### src/pkg/game_seq_pkg.sv
package game_seq_pkg;

  localparam int unsigned CLK_HZ          = 20_000_000;
  localparam int unsigned RESET_DELAY_MS  = 3000;
  localparam int unsigned GAME_OVER_MS    = 5000;
  localparam int unsigned DEBOUNCE_US     = 10000;
  localparam int unsigned RESET_DELAY_CYC = RESET_DELAY_MS * (CLK_HZ / 1000);
  localparam int unsigned GAME_OVER_CYC   = GAME_OVER_MS * (CLK_HZ / 1000);
  localparam int unsigned DEBOUNCE_CYC    = DEBOUNCE_US * (CLK_HZ / 1_000_000);

  localparam int SEG_W    = 4;
  localparam int BAT_W    = 8;
  localparam int SCORE_W  = 7;
  localparam int CREDIT_W = 8;
  localparam int HIT_W    = 3;
  localparam int SEL_W    = 3;
  localparam int TMR_W    = 32;
  localparam int IN_RX    = 0;
  localparam int IN_COIN  = 1;
  localparam int N_IN     = 2;

  localparam logic [SEG_W-1:0]    DIV_LAST   = 4'hf;
  localparam logic [SEG_W-1:0]    SEG_LAST   = 4'hf;
  localparam logic [BAT_W-1:0]    BAT_LAST   = 8'hff;
  localparam logic [SCORE_W-1:0]  SCORE_STEP = 7'h0a;
  localparam logic [SEL_W-1:0]    SEL_MIN    = 3'h1;
  localparam logic [CREDIT_W-1:0] CREDIT_MAX = 8'hff;

  typedef enum logic [1:0] {PH_IDLE, PH_PITCH, PH_RESET_DLY, PH_GAME_OVER} phase_t;

  typedef struct packed {
    logic [N_IN-1:0]            sync1;
    logic [N_IN-1:0]            sync2;
    logic [N_IN-1:0]            stable;
    logic [N_IN-1:0][TMR_W-1:0] db_cnt;
    phase_t                     phase;
    logic [SEG_W-1:0]           div_cnt;
    logic                       pitch_on;
    logic [SEG_W-1:0]           ball_seg;
    logic                       swing_req;
    logic                       bat_on;
    logic [BAT_W-1:0]           bat_cnt;
    logic                       hit_done;
    logic                       hit_p;
    logic                       ret_p;
    logic [TMR_W-1:0]           tmr;
    logic                       second_up;
    logic [SCORE_W-1:0]         score_first;
    logic [SCORE_W-1:0]         score_second;
    logic                       end_prev;
    logic [CREDIT_W-1:0]        credits;
  } state_t;

endpackage

### src/rtl/pitch_bat_game_sequencer.sv
module pitch_bat_game_sequencer
  import game_seq_pkg::*;
#(
  parameter int unsigned RD_CYC = game_seq_pkg::RESET_DELAY_CYC, // reset delay length
  parameter int unsigned GO_CYC = game_seq_pkg::GAME_OVER_CYC,   // game-over length
  parameter int unsigned DB_CYC = game_seq_pkg::DEBOUNCE_CYC     // debounce length
)(
  input  wire logic                               clk,            // master clock
  input  wire logic                               rst_n,          // async reset
  input  wire logic                               clk_en,         // freezes all state when low
  input  wire logic                               rx_n_pin,       // receiver, low while keyed
  input  wire logic                               coin_n_pin,     // coin contact, low when closed
  input  wire logic [game_seq_pkg::SEL_W-1:0]     score_sel,      // end score in tens
  input  wire logic [game_seq_pkg::HIT_W-1:0]     hit_value,      // points for a hit
  output logic      [game_seq_pkg::SEG_W-1:0]     ball_seg,       // ball animation segment
  output logic      [game_seq_pkg::SEG_W-1:0]     bat_seg,        // bat swing segment
  output logic                                    pitch_gate_en,  // pitch flip-flop output
  output logic                                    pitch_done,     // its complement
  output logic                                    swing_active,   // bat gate open
  output logic                                    reset_delay,    // post-pitch delay pulse
  output logic                                    ball_return,    // one-cycle return pulse
  output logic                                    hit_n,          // one-cycle hit pulse
  output logic                                    first_batter,   // first batter is up
  output logic      [game_seq_pkg::SCORE_W-1:0]   score_first,    // first batter score
  output logic      [game_seq_pkg::SCORE_W-1:0]   score_second,   // second batter score
  output logic                                    game_over,      // game-over pulse
  output logic      [game_seq_pkg::CREDIT_W-1:0]  credits         // credited games
);
  import game_seq_pkg::*;

  state_t               s_r;
  state_t               s_nxt;
  logic [N_IN-1:0]      rise;
  logic                 step;
  logic                 coincide;
  logic                 end_now;
  logic                 go_start;
  logic                 credit_inc;
  logic                 credit_dec;
  logic [SEL_W-1:0]     sel;
  logic [SCORE_W-1:0]   threshold;

  always_comb
  begin
    s_nxt = s_r;
    s_nxt.hit_p = 1'b0;
    s_nxt.ret_p = 1'b0;
    // both inputs are active low at the pin; stored active high
    s_nxt.sync1 = {~coin_n_pin, ~rx_n_pin};
    s_nxt.sync2 = s_r.sync1;
    rise = '0;
    for (int i = 0; i < N_IN; i++)
    begin
      if (s_r.sync2[i] == s_r.stable[i])
        s_nxt.db_cnt[i] = '0;
      else if (s_r.db_cnt[i] >= TMR_W'(DB_CYC - 1))
      begin
        s_nxt.db_cnt[i] = '0;
        s_nxt.stable[i] = s_r.sync2[i];
        rise[i]         = s_r.sync2[i];
      end
      else
        s_nxt.db_cnt[i] = s_r.db_cnt[i] + TMR_W'(1);
    end

    s_nxt.div_cnt = s_r.div_cnt + SEG_W'(1);
    step = s_r.pitch_on && (s_r.div_cnt == DIV_LAST);

    if (s_r.bat_on)
    begin
      if (s_r.bat_cnt == BAT_LAST)
        s_nxt.bat_on = 1'b0;
      else
        s_nxt.bat_cnt = s_r.bat_cnt + BAT_W'(1);
    end

    // only the upper half of the trajectory can be hit
    coincide = (s_r.phase == PH_PITCH) && s_r.bat_on && !s_r.hit_done
               && s_r.ball_seg[SEG_W-1]
               && (s_r.ball_seg == s_r.bat_cnt[BAT_W-1 -: SEG_W]);
    if (coincide)
    begin
      s_nxt.hit_p    = 1'b1;
      s_nxt.hit_done = 1'b1;
      if (s_r.second_up)
        s_nxt.score_second = s_r.score_second + SCORE_W'(hit_value);
      else
        s_nxt.score_first = s_r.score_first + SCORE_W'(hit_value);
    end

    case (s_r.phase)
      PH_IDLE:
      begin
        if (rise[IN_RX] && (s_r.credits != '0))
        begin
          s_nxt.phase    = PH_PITCH;
          s_nxt.pitch_on = 1'b1;
          s_nxt.ball_seg = '0;
        end
      end
      PH_PITCH:
      begin
        if (rise[IN_RX] && !s_r.swing_req)
        begin
          s_nxt.swing_req = 1'b1;
          s_nxt.bat_on    = 1'b1;
          s_nxt.bat_cnt   = '0;
        end
        if (step)
        begin
          if (s_r.ball_seg == SEG_LAST)
          begin
            s_nxt.pitch_on = 1'b0;
            s_nxt.phase    = PH_RESET_DLY;
            s_nxt.tmr      = '0;
          end
          else
            s_nxt.ball_seg = s_r.ball_seg + SEG_W'(1);
        end
      end
      PH_RESET_DLY:
      begin
        if (s_r.tmr >= TMR_W'(RD_CYC - 1))
        begin
          s_nxt.phase     = PH_IDLE;
          s_nxt.ret_p     = 1'b1;
          s_nxt.ball_seg  = '0;
          s_nxt.swing_req = 1'b0;
          s_nxt.hit_done  = 1'b0;
          s_nxt.second_up = ~s_r.second_up;
        end
        else
          s_nxt.tmr = s_r.tmr + TMR_W'(1);
      end
      PH_GAME_OVER:
      begin
        if (s_r.tmr >= TMR_W'(GO_CYC - 1))
        begin
          s_nxt.phase        = PH_IDLE;
          s_nxt.score_first  = '0;
          s_nxt.score_second = '0;
          s_nxt.second_up    = 1'b0;
          s_nxt.ball_seg     = '0;
          s_nxt.swing_req    = 1'b0;
          s_nxt.hit_done     = 1'b0;
        end
        else
          s_nxt.tmr = s_r.tmr + TMR_W'(1);
      end
      default:
        s_nxt.phase = PH_IDLE;
    endcase

    // a zero selection is read as the lowest step so the game does not end at zero points
    sel = (score_sel < SEL_MIN) ? SEL_MIN : score_sel;
    threshold = SCORE_W'(sel) * SCORE_STEP;
    end_now = ((s_r.score_first >= threshold) || (s_r.score_second >= threshold))
              && !s_r.second_up;
    s_nxt.end_prev = end_now;
    go_start = end_now && !s_r.end_prev && (s_r.phase != PH_GAME_OVER);
    if (go_start)
    begin
      s_nxt.phase    = PH_GAME_OVER;
      s_nxt.tmr      = '0;
      s_nxt.pitch_on = 1'b0;
      s_nxt.bat_on   = 1'b0;
    end

    // below CREDIT_MAX, a coin and a game-over in one cycle cancel rather than lose either
    credit_inc = rise[IN_COIN] && (s_r.credits != CREDIT_MAX);
    credit_dec = go_start && (s_r.credits != '0);
    s_nxt.credits = s_r.credits + CREDIT_W'(credit_inc) - CREDIT_W'(credit_dec);
  end

  always_ff @(posedge clk or negedge rst_n)
  begin
    if (!rst_n)
      s_r <= '0;
    else if (clk_en)
      s_r <= s_nxt;
  end

  assign ball_seg      = s_r.ball_seg;
  assign bat_seg       = s_r.bat_cnt[BAT_W-1 -: SEG_W];
  assign pitch_gate_en = s_r.pitch_on;
  assign pitch_done    = ~s_r.pitch_on;
  assign swing_active  = s_r.bat_on;
  assign reset_delay   = (s_r.phase == PH_RESET_DLY);
  assign ball_return   = s_r.ret_p;
  assign hit_n         = ~s_r.hit_p;
  assign first_batter  = ~s_r.second_up;
  assign score_first   = s_r.score_first;
  assign score_second  = s_r.score_second;
  assign game_over     = (s_r.phase == PH_GAME_OVER);
  assign credits       = s_r.credits;
endmodule // pitch_bat_game_sequencer

### config.mk
export PLATFORM = sky130hd
export DESIGN_NAME = pitch_bat_game_sequencer
export DESIGN_NICKNAME = d
export VERILOG_FILES = /design/src/pkg/game_seq_pkg.sv /design/src/rtl/pitch_bat_game_sequencer.sv
export SDC_FILE = /design/constraint.sdc
export NUM_CORES = 1
export LEC_CHECK = 0
export BUFFER_PORTS_ARGS = -buffer_cell sky130_fd_sc_hd__buf_2
export CAP_MARGIN = 40
export CORE_UTILIZATION = 66
export CTS_BUF_LIST = sky130_fd_sc_hd__clkbuf_4
export DETAILED_ROUTE_END_ITERATION = 10
export HOLD_SLACK_MARGIN = 0.12
export PLACE_DENSITY_LB_ADDON = 0.12
export SKIP_CTS_REPAIR_TIMING = 1
export SLEW_MARGIN = 20
export SYNTH_ARGS = -nofsm -noshare
export SYNTH_HDL_FRONTEND = slang
export SYNTH_SLANG_ARGS = --single-unit
### constraint.sdc
create_clock -name clk -period 7.07 [get_ports clk]
set_input_delay 0.707 -clock clk [delete_from_list [all_inputs] [get_ports clk]]
set_output_delay 0.707 -clock clk [all_outputs]
set_load 0.05 [all_outputs]
---- Yosys cells after proc, flatten, opt, wreduce, memory -nomap -nowiden ----
Cells that the tools add are included.
cells by class
  add/subtract/negate cells ............... 10
  $mul .................................... 1
  order comparisons ....................... 7
  equal/unequal tests ..................... 24
  mux-type cells .......................... 51
  bitwise operators ....................... 7
  reduce and logical (&&, ||, !) cells .... 31
operators by type and width
  cell                                                                                    number
  32-bit 2-to-1 mux                                                                       9
  32-bit by 1-bit adder with 32-bit output (second input constant)                        3
  32-bit case mux with 3 select lines                                                     1
  32-bit by 18-bit greater-or-equal comparator with 1-bit output (second input constant)  2
  32-bit by 26-bit greater-or-equal comparator with 1-bit output (second input constant)  1
  32-bit by 27-bit greater-or-equal comparator with 1-bit output (second input constant)  1
  14-bit 2-to-1 mux                                                                       2
  5-bit 2-to-1 mux                                                                        4
  9-bit 2-to-1 mux                                                                        2
  6-bit AND reduction                                                                     3
  4-bit case mux with 4 select lines                                                      1
  15-bit 2-to-1 mux                                                                       1
  7-bit by 3-bit adder with 7-bit output                                                  2
  7-bit greater-or-equal comparator                                                       2
  2-bit 2-to-1 mux                                                                        7
  7-bit 2-to-1 mux                                                                        2
  1-bit 2-to-1 mux                                                                        13
  1-bit logical AND                                                                       12
  3-bit inequality test (second input constant)                                           4
  10-bit 2-to-1 mux                                                                       1
  5-bit AND reduction                                                                     2
  4-bit by 1-bit adder with 4-bit output (second input constant)                          2
  8-bit by 1-bit adder with 8-bit output                                                  1
  8-bit by 1-bit adder with 8-bit output (second input constant)                          1
  other kinds (30)                                                                        52
storage, ports and cells
  register bits ........................... 150
  bits of input ports ..................... 11
  output and inout port bits .............. 38
  logic and storage cells ................. 153

---- Logic depth before layout (Yosys ltp) ----
Gate-level depths: netlist of the first run.
  depth after elaboration ................. 10
  mapped depth ............................ 23
  mapped depth without buffers ............ 22

---- Worst setup path before layout of the first run ----
OpenSTA, ideal clock, no wires.
  path kind ............................... input to register
  start ................................... input port score_sel[0] (netlist name)
  end ..................................... register s_r, in the netlist credits[6]
  setup time .............................. 0.135 ns
  arrival time ............................ 4.469 ns
  required time ........................... 6.935 ns
  setup slack ............................. 2.466 ns
  stages .................................. 20
  buffers on the path ..................... 1
  cells stage by stage .................... o21bai_1 ha_1 a311o_1 maj3_2 a2111oi_2 a211oi_2 buf_2 and2_1 nor2b_1 ha_1 inv_1 ha_1 fa_1 a21oi_1 o21bai_1 a21oi_1 nor2_1 nor2_1 xor2_1 mux2i_1
between the ends
  word-level cells in the longest chain between the ends .. 10
  elaborated cells between the ends (all ways) .. 11
  those cells by class .................... 1 x add/sub; 1 x mul; 3 x order compare; 1 x mux; 5 x reduce/logical
RTL lines
  what                                                   line                             RTL
  start: declaration                                     pitch_bat_game_sequencer.sv:13   input wire logic [game_seq_pkg::SEL_W-1:0] score_sel,
  3-bit by 1-bit less-than comparator with 1-bit output  pitch_bat_game_sequencer.sv:155  sel = (score_sel < SEL_MIN) ? SEL_MIN : score_sel;
  3-bit 2-to-1 mux *                                     pitch_bat_game_sequencer.sv:155
  3-bit by 3-bit multiplier with 6-bit output *          pitch_bat_game_sequencer.sv:156  threshold = SCORE_W'(sel) * SCORE_STEP;
  7-bit greater-or-equal comparator                      pitch_bat_game_sequencer.sv:157  end_now = ((s_r.score_first >= threshold) || (s_r.score_second >= threshold))
  1-bit logical OR *                                     pitch_bat_game_sequencer.sv:157
  1-bit logical AND *                                    pitch_bat_game_sequencer.sv:158  && !s_r.second_up;
  1-bit logical AND * (2 in series)                      pitch_bat_game_sequencer.sv:160  go_start = end_now && !s_r.end_prev && (s_r.phase != PH_GAME_OVER);
  1-bit logical AND *                                    pitch_bat_game_sequencer.sv:171  credit_dec = go_start && (s_r.credits != '0);
  8-bit by 1-bit subtractor with 8-bit output *          pitch_bat_game_sequencer.sv:172  s_nxt.credits = s_r.credits + CREDIT_W'(credit_inc) - CREDIT_W'(credit_dec);
  end signal: assignment                                 pitch_bat_game_sequencer.sv:180  s_r <= s_nxt;
  end: declaration                                       pitch_bat_game_sequencer.sv:31   state_t s_r;
Every way passes the cells marked *; elsewhere a longest branch is shown, timed or not.
A chain may end at the register's enable or synchronous reset.

---- Worst setup path after layout of the first run ----
  start ................................... register s_r, in the netlist score_second[2]
  end ..................................... register s_r, in the netlist credits[7]
between the ends
  word-level cells in the longest chain between the ends .. 7
RTL lines
  what                                         line
  7-bit greater-or-equal comparator            pitch_bat_game_sequencer.sv:157
  1-bit logical OR                             pitch_bat_game_sequencer.sv:157
  1-bit logical AND                            pitch_bat_game_sequencer.sv:158
  1-bit logical AND (2 in series)              pitch_bat_game_sequencer.sv:160
  1-bit logical AND                            pitch_bat_game_sequencer.sv:171
  8-bit by 1-bit subtractor with 8-bit output  pitch_bat_game_sequencer.sv:172
No other way between the ends.

==> metrics.md, run 1 <==
| Metric | Value |
|---|---|
| H-tree depth | 4 |
| Synthesized cell area | roughly 8400 um^2 |
| Num CTS Buffers | 17 |
| Vias per cell | about 6.3 |
| Post-synth ARST share | 100% |
| Via count | ~6.8k |
| Core area | roughly 12000 um^2 |
| CTS Sinks | 150 |
| Worst path top cell family by delay | compound AO/OA/AOI/OAI gates |
| Register share of total power | 42.3% |
| Grt ovf | 0 |
| Inst Count DP | 1045 |
| Fmax | 212 MHz |
| CTS tree | yes |
| Final hold vios | 0 |
| Port buffer count | 48 |
| Clock-pin slew on the worst setup and hold paths | 120 ps |
| Crit-path cells | ha_1, nor2b_1, a311o_1, maj3_2, a2111oi_2, a211oi_2, buf_4, and2_1, nor2b_1, ha_1, inv_1, ha_1, a21o_1, a21oi_1, o21bai_1, a21oi_1, o21bai_1, a21oi_1, xnor2_1, a21oi_1 |
| Max cap viols | 0 |
| Largest net degree at the start of global routing | 87 |
| Worst path bufs/invs | 2 |
| Worst min path class | in2reg |
| Pwr/cell area | 285 nW/um^2 |
| Psw | 1.01 mW |
| Initial antenna violation count | 1 |
| Total Wirelength | 18.2 mm |
| Synth cell types | 67 |
| Remaining antenna violation count | 0 |
| Net Sw Frac | 39.6% |
| Crit path time final | 4720 ps |
| # DRC | 0 |
| Layout cells sized above 1 | 11.2% |
| HPWL Detailed | ~12 mm |
| Sequential area share after synthesis | 44.6% |
| GP Congestion | 0.870 |
| I/O pin cnt | 49 |
| Critical-path top delay cell | a2111oi_2 |
| Worst slew margin | between 40% and 50% |
| Worst skew pair latency | 540 ps |
| Die width | 115 um |
| Overall routing resource usage | 29.0% |
| RSZ-0062 raised after global routing | no |
| Most used cell, CP | a21oi_1 |
| Synth Instances | 890 |
| Crit-path max cell delay | 490 ps |
| Initial Utilization | 68.8% |
| Worst Skew | 11.9 ps |
| Die area | roughly 13000 um^2 |
| Post-layout instance area | roughly 8900 um^2 |
| Syn nets | 939 |
| Die height | around 110 um |
| Synth cell count leaders | 150 x dfrtp_1, 70 x o21ai_0, 67 x nand2_1, 59 x nor2_1, 44 x a21oi_1 |
| DRT Pass-1 Iters | 6 |
| Syn-to-layout area delta | 6.09% |
| Seq cells post-synth | 150 |
| Synth top area share | 44.6% |
| Cell Int Power | ~1.5 mW |
| Vias in the first global route | ~6.3k |
| LEAKAGE | 4.07 nW |
| Comb pwr share | 35.4% |
| Slew @ Worst Pin | 848 ps |
| Crit path DAT | approximately 5100 ps |
| Critical path data required time | 7480 ps |
| Main synth FF type | dfrtp_1 |
| Number of fill cells | 909 |
| TNS Setup | 0 ps |
| Cell taking the most area after synthesis | dfrtp_1 |
| Syn Area/Cell | between 9 and 10 um^2 |
| CP Max Fanout | 15 |
| Clock Path Buffers | 2 |
| Site Rows | 40 |
| CP startpoint kind | flop |
| First-pass GRT wire length | roughly 30 mm |
| Most frequent cell after synthesis | dfrtp_1 |
| Nets | 949 |
| Dpl cell area | 8530 um^2 |
| Crit share post-route | 66.8% |
| Clock network fraction of design power | 22.3% |
| Min setup slack post-route | 2350 ps |
| Root buf cell | clkbuf_4 |
| CP endpoint kind | flop |
| Status | complete, no violations |
| Kind of critical path | reg2reg |
| Max-slew violations | 0 |
| EDFF count, synth | 0 |
| Maximum VDD drop | around 390 uV |
| Yosys warns | 0 |
| WL per Instance | 16.8 um |
| DR iter-0 viols | 621 |
| Leading post-synthesis cells by cell area | dfrtp_1 45%, ha_1 5.2%, o21ai_0 4.2% |
| Setup Viol. Count Final | 0 |
| Fin cells | 1080 |
| DP Worst Slack | between 1500 and 2000 ps |
[power by group through the flow]
stage | logic (mW) | registers (mW) | clock network [mW]
finish | 0.898 | 1.07 | 0.567
CTS | 0.887 | 1.07 | 0.577
detailed placement | 0.879 | 1.09 | 0
global route | 0.982 | 1.09 | 0.610
floorplan | 0.754 | 1.05 | 0
global placement | 0.838 | 1.08 | 0
[registers in the layout, summed over array words and instances, names as in the netlist]
signal,flops
ball_return,1
ball_seg,4
bat_seg,4
credits,8
pitch_gate_en,1
s_nxt,2
s_r,115
score_first,7
score_second,7
swing_active,1
[area by class of cell]
| cell class | count | area, um^2 | area share [%] |
|---|---|---|---|
| Multi-Input combinational cell | 638 | 4140 | 46.5 |
| Sequential cell | 150 | 3750 | 42.1 |
| Timing Repair Buffer | 57 | 377 | 4.22 |
| Tap cell | 168 | 210 | 2.36 |
| Clock inverter | 12 | 161 | 1.81 |
| Clock buffer | 18 | 135 | 1.52 |
| Inverter | 36 | 135 | 1.52 |
| Antenna cell | 1 | 2.50 | 0.0281 |
[through the flow]
stage / util, % / power [mW] / hold slack (ps)
final: 73.0 / 2.54 / 338
after global routing: 73.0 / 2.68 / 312
after CTS: 72.3 / 2.53 / 223
after detailed placement: 69.8 / 1.97 / 462
after global placement: 69.8 / 1.92 / 455
after floorplan: - / 1.80 / 411
[worst paths after layout]
kind / from / to / slack [ps] / cells past startpoint
min in group asynchronous: rst_n / score_first[6] / 620 / 2
max in group asynchronous: rst_n / s_r[114] / 5330 / 5
setup reg to reg: score_second[2] / credits[7] / 2350 / 20
hold reg to reg: s_r[77] / s_r[77] / 490 / 1
setup / recovery: score_second[2] / credits[7] / 2350 / 20
hold / removal: rx_n_pin / s_nxt[146] / 340 / 2
[routing by layer]
layer,vias up,wire length [um],GRT usage [%]
met5,-,0,0
met4,0,297,8.57
met3,35,871,5.22
met2,253,8540,46.4
met1,3305,8450,40.8
li1,3196,-,-
[logic make-up (layout without fill, tap and decap cells)]
logic type	after synthesis	count (layout)	share of synthesized area, %
other	0	1	0
multiplexers	11	11	1.38
adder cells (fa/ha/maj)	39	39	6.06
XOR/XNOR	36	36	3.75
flip-flops	150	150	44.6
AO/OA/AOI/OAI	227	227	18.0
AND/OR/NAND/NOR	325	325	20.1
buffers and inverters	102	123	6.06
[layout by cell type, fill, tap and decap left out, drive strengths merged, types with 6 or more instances in the layout]
cell type,count
a21o,8
and2,10
and3,22
xor2,19
nor4,18
clkbuf,18
nor2b,41
nand2b,10
nand3,38
xnor2,17
nor3,15
clkinv,7
buf,56
ha,35
o21ai,72
a22o,9
dfrtp,150
nor2,59
nand4,18
or4,11
mux2i,6
o31ai,26
inv,36
a21oi,45
o21a,15
nand2,67
Power figures use the tool's default switching activity.
==> run 2: changes to the inputs <==
--- a/config.mk
+++ b/config.mk
@@ -5,9 +5,10 @@
 export SDC_FILE = /design/constraint.sdc
 export NUM_CORES = 1
 export LEC_CHECK = 0
+export ABC_AREA = 1
 export BUFFER_PORTS_ARGS = -buffer_cell sky130_fd_sc_hd__buf_2
 export CAP_MARGIN = 40
-export CORE_UTILIZATION = 66
+export CORE_UTILIZATION = 64
 export CTS_BUF_LIST = sky130_fd_sc_hd__clkbuf_4
 export DETAILED_ROUTE_END_ITERATION = 10
 export HOLD_SLACK_MARGIN = 0.12
==> constraint.sdc (replaced) <==
create_clock -name clk -period 4.7 [get_ports clk]
set_input_delay 0.47 -clock clk [delete_from_list [all_inputs] [get_ports clk]]
set_output_delay 0.47 -clock clk [all_outputs]
set_load 0.05 [all_outputs]
==> metrics.md, run 2 <==
| Metric | Value |
|---|---|
| Status | complete, no violations |
| Worst path bufs/invs | 2 |
| Kind of critical path | reg2reg |
| Synthesized cell area | 9200 um^2 |
| Max-slew violations | 0 |
| I/O pin cnt | slightly below 50 |
| GP Congestion | around 0.92 |
| Core area | 13900 um^2 |
| Maximum VDD drop | 381 uV |
| Layout cells sized above 1 | 11.1% |
| Critical path data required time | about 5200 ps |
| Worst slew margin | 51.6% |
| Busiest grt layer | met2 |
| Crit path depth | 23 |
| Setup Viol. Count Final | 0 |
| Crit share post-route | 71.9% |
| Post-Synth Simple-Gate Area | 26.4% |
| Syn-to-layout area delta | 4.31% |
| Cell taking the most area after synthesis | dfrtp_1 |
| Port buffer count | 48 |
| Ant diodes | 0 |
| Overall routing resource usage | a little over a quarter |
| Synth Area in Compound Gates | 10.1% |
| Flop2flop setup slack | ~1300 ps |
| Yosys warns | 0 |
| Min setup slack post-route | 1320 ps |
| Met1 capacity usage during global routing | 36.4% |
| Worst min path class | in2reg |
| Total Wirelength | between 15 and 20 mm |
| Synth Area in XOR/XNOR | 5.24% |
| Top reg by flops | s_r |
| # DRC | 0 |
| Sequential area share after synthesis | 40.8% |
| TNS Setup | 0 ps |
| Worst skew pair latency | 580 ps |
| R2r worst-path depth | 23 |
| Site Rows | 43 |
| Hold Path Depth | 4 |
| Pwr/cell area | 426 nW/um^2 |
| Nets | approximately 1.3k |
| Synth top area share | roughly two fifths |
| Vias per cell | 5.36 |
| Leading post-synthesis cells by cell area | dfrtp_1 41%, nand2_1 10%, inv_1 7.1% |
| Num CTS Buffers | 17 |
| Most frequent cell after synthesis | nand2_1 |
| Remaining antenna violation count | 0 |
| LEAKAGE | ~4.6 nW |
| Slew @ Worst Pin | 725 ps |
| Crit path time final | approximately 3400 ps |
| RSZ-0062 raised after global routing | no |
| Die width | 122 um |
| Worst path top cell family by delay | adder cells |
| CTS tree | yes |
| Largest family of logic cells by synthesized area | simple AND/OR/NAND/NOR gates |
| CTS Sinks | 150 |
| Largest register FFs | 115 |
| Critical-path top delay cell | dfrtp_1 |
| Clock-pin slew on the worst setup and hold paths | around 140 ps |
| Grt ovf | 0 |
| Syn Area/Cell | 7.72 um^2 |
| Crit path DAT | 3840 ps |
| Most common cell after layout, fill and taps aside | nand2_1 |
| H-tree depth | 4 |
| Met3 Usage GRT | under 10% |
| Most used cell, CP | nor2_1 |
| Root buf cell | clkbuf_4 |
| HPWL Detailed | 13.1 mm |
| DRT Pass-1 Iters | 5 |
| Crit-path max cell delay | 440 ps |
| Initial antenna violation count | 0 |
| Clock Path Buffers | 2 |
| Synth cell count leaders | 247 x nand2_1, 175 x inv_1, 150 x dfrtp_1, 146 x nor2_1, 61 x o21ai_0 |
| Final hold vios | 0 |
| Die height | 122 um |
| Initial Utilization | 66.0% |
| Synth cell types | 50 |
| Commonest cells after routing, fill and taps aside | 247 x nand2_1, 175 x inv_1, 150 x dfrtp_1 |
| First-pass GRT wire length | 31.7 mm |
| Fin util | between 60% and 70% |
| Synth Instances | 1191 |
| Met2 usage | 43.6% |
| Worst Skew | around 26 ps |
| CP endpoint kind | flop |
| Max cap viols | 0 |
| Via count | ~7.5k |
| Vias in the first global route | 7049 |
| Post-synth ARST share | 100% |
| Fmax | 296 MHz |
| Die area | 14900 um^2 |
| Synthesized-area fraction occupied by adder cells | about 5.4% |
| DP Worst Slack | ~730 ps |
| WL per Instance | roughly 13 um |
| CP Max Fanout | 5 |
| Crit-path cells | inv_1, ha_1, nand2_1, nand2_1, a21oi_1, nor2_1, nand2_1, nand2_1, nor2_1, nand2_2, nand4_2, nor2_1, ha_1, inv_1, ha_1, fa_1, a31oi_1, nor2_1, nor2_1, nor2_1, nor2_1, xor2_1, o21ai_0 |
| Number of fill cells | 1224 |
| DR iter-0 viols | 569 |
| Multiplexer share of the synthesized area | less than 1% |
| EDFF count, synth | 0 |
| Syn nets | between 1k and 1.5k |
| Main synth FF type | dfrtp_1 |
| Largest net degree at the start of global routing | 62 |
| CP startpoint kind | flop |
| Seq cells post-synth | 150 |
[run 2: worst min-delay path: stages]
cell and delay [ps]:
buf_2 100, ha_1 130, mux2i_1 70, o22ai_1 110
[run 2: routing by layer]
layer / vias up / share of wire [%]
met3: 25 / 3.6
met4: 0 / 1.5
li1: 3830 / -
met1: 3510 / 48
met2: 149 / 47
met5: - / 0
[run 2: final cells by class]
cell class                      instances  area (um^2)  share of cell area, %
Clock buffer                           17          128                   1.33
Clock inverter                         15          105                   1.10
Inverter                              180          677                   7.06
Multi-Input combinational cell        801         4370                   45.6
Sequential cell                       150         3750                   39.1
Tap cell                              180          225                   2.35
Timing Repair Buffer                   58          329                   3.43
[run 2: worst paths after layout]
| kind | from | end |
|---|---|---|
| setup / recovery | score_second[1] | credits[6] |
| hold / removal | hit_value[0] | score_second[0] |
| setup reg to reg | score_second[1] | credits[6] |
| hold reg to reg | s_r[77] | s_r[77] |
| max in group asynchronous | rst_n | s_r[130] |
| min in group asynchronous | rst_n | s_r[34] |
[run 2: kinds of logic after synthesis]
family / count (synthesis)
AOI/OAI and AO/OA: 153
xor gates and xnor gates: 55
adders and majority gates: 38
buffers and inverters: 240
DFF: 150
muxes: 4
and+or+nand+nor: 551
[run 2: per-stage QoR]
step           cell area (um^2)  cells  hold slack [ps]  power, mW
2_1_floorplan              9200   1191              174       3.17
3_3_place_gp               9330   1366              456       3.37
3_5_place_dp               9330   1366              462       3.41
4_1_cts                    9560   1398             -157       4.11
5_1_grt                    9590   1401              337       4.39
6_report                   9590   1401              355       4.08
[run 2: report_power, final]
group	switching, mW	total [mW]	internal [mW]
Clock	0.489	0.700	0.211
Combinational	1.23	1.73	0.494
Sequential	0.197	1.66	1.46
Total	1.92	4.08	2.17
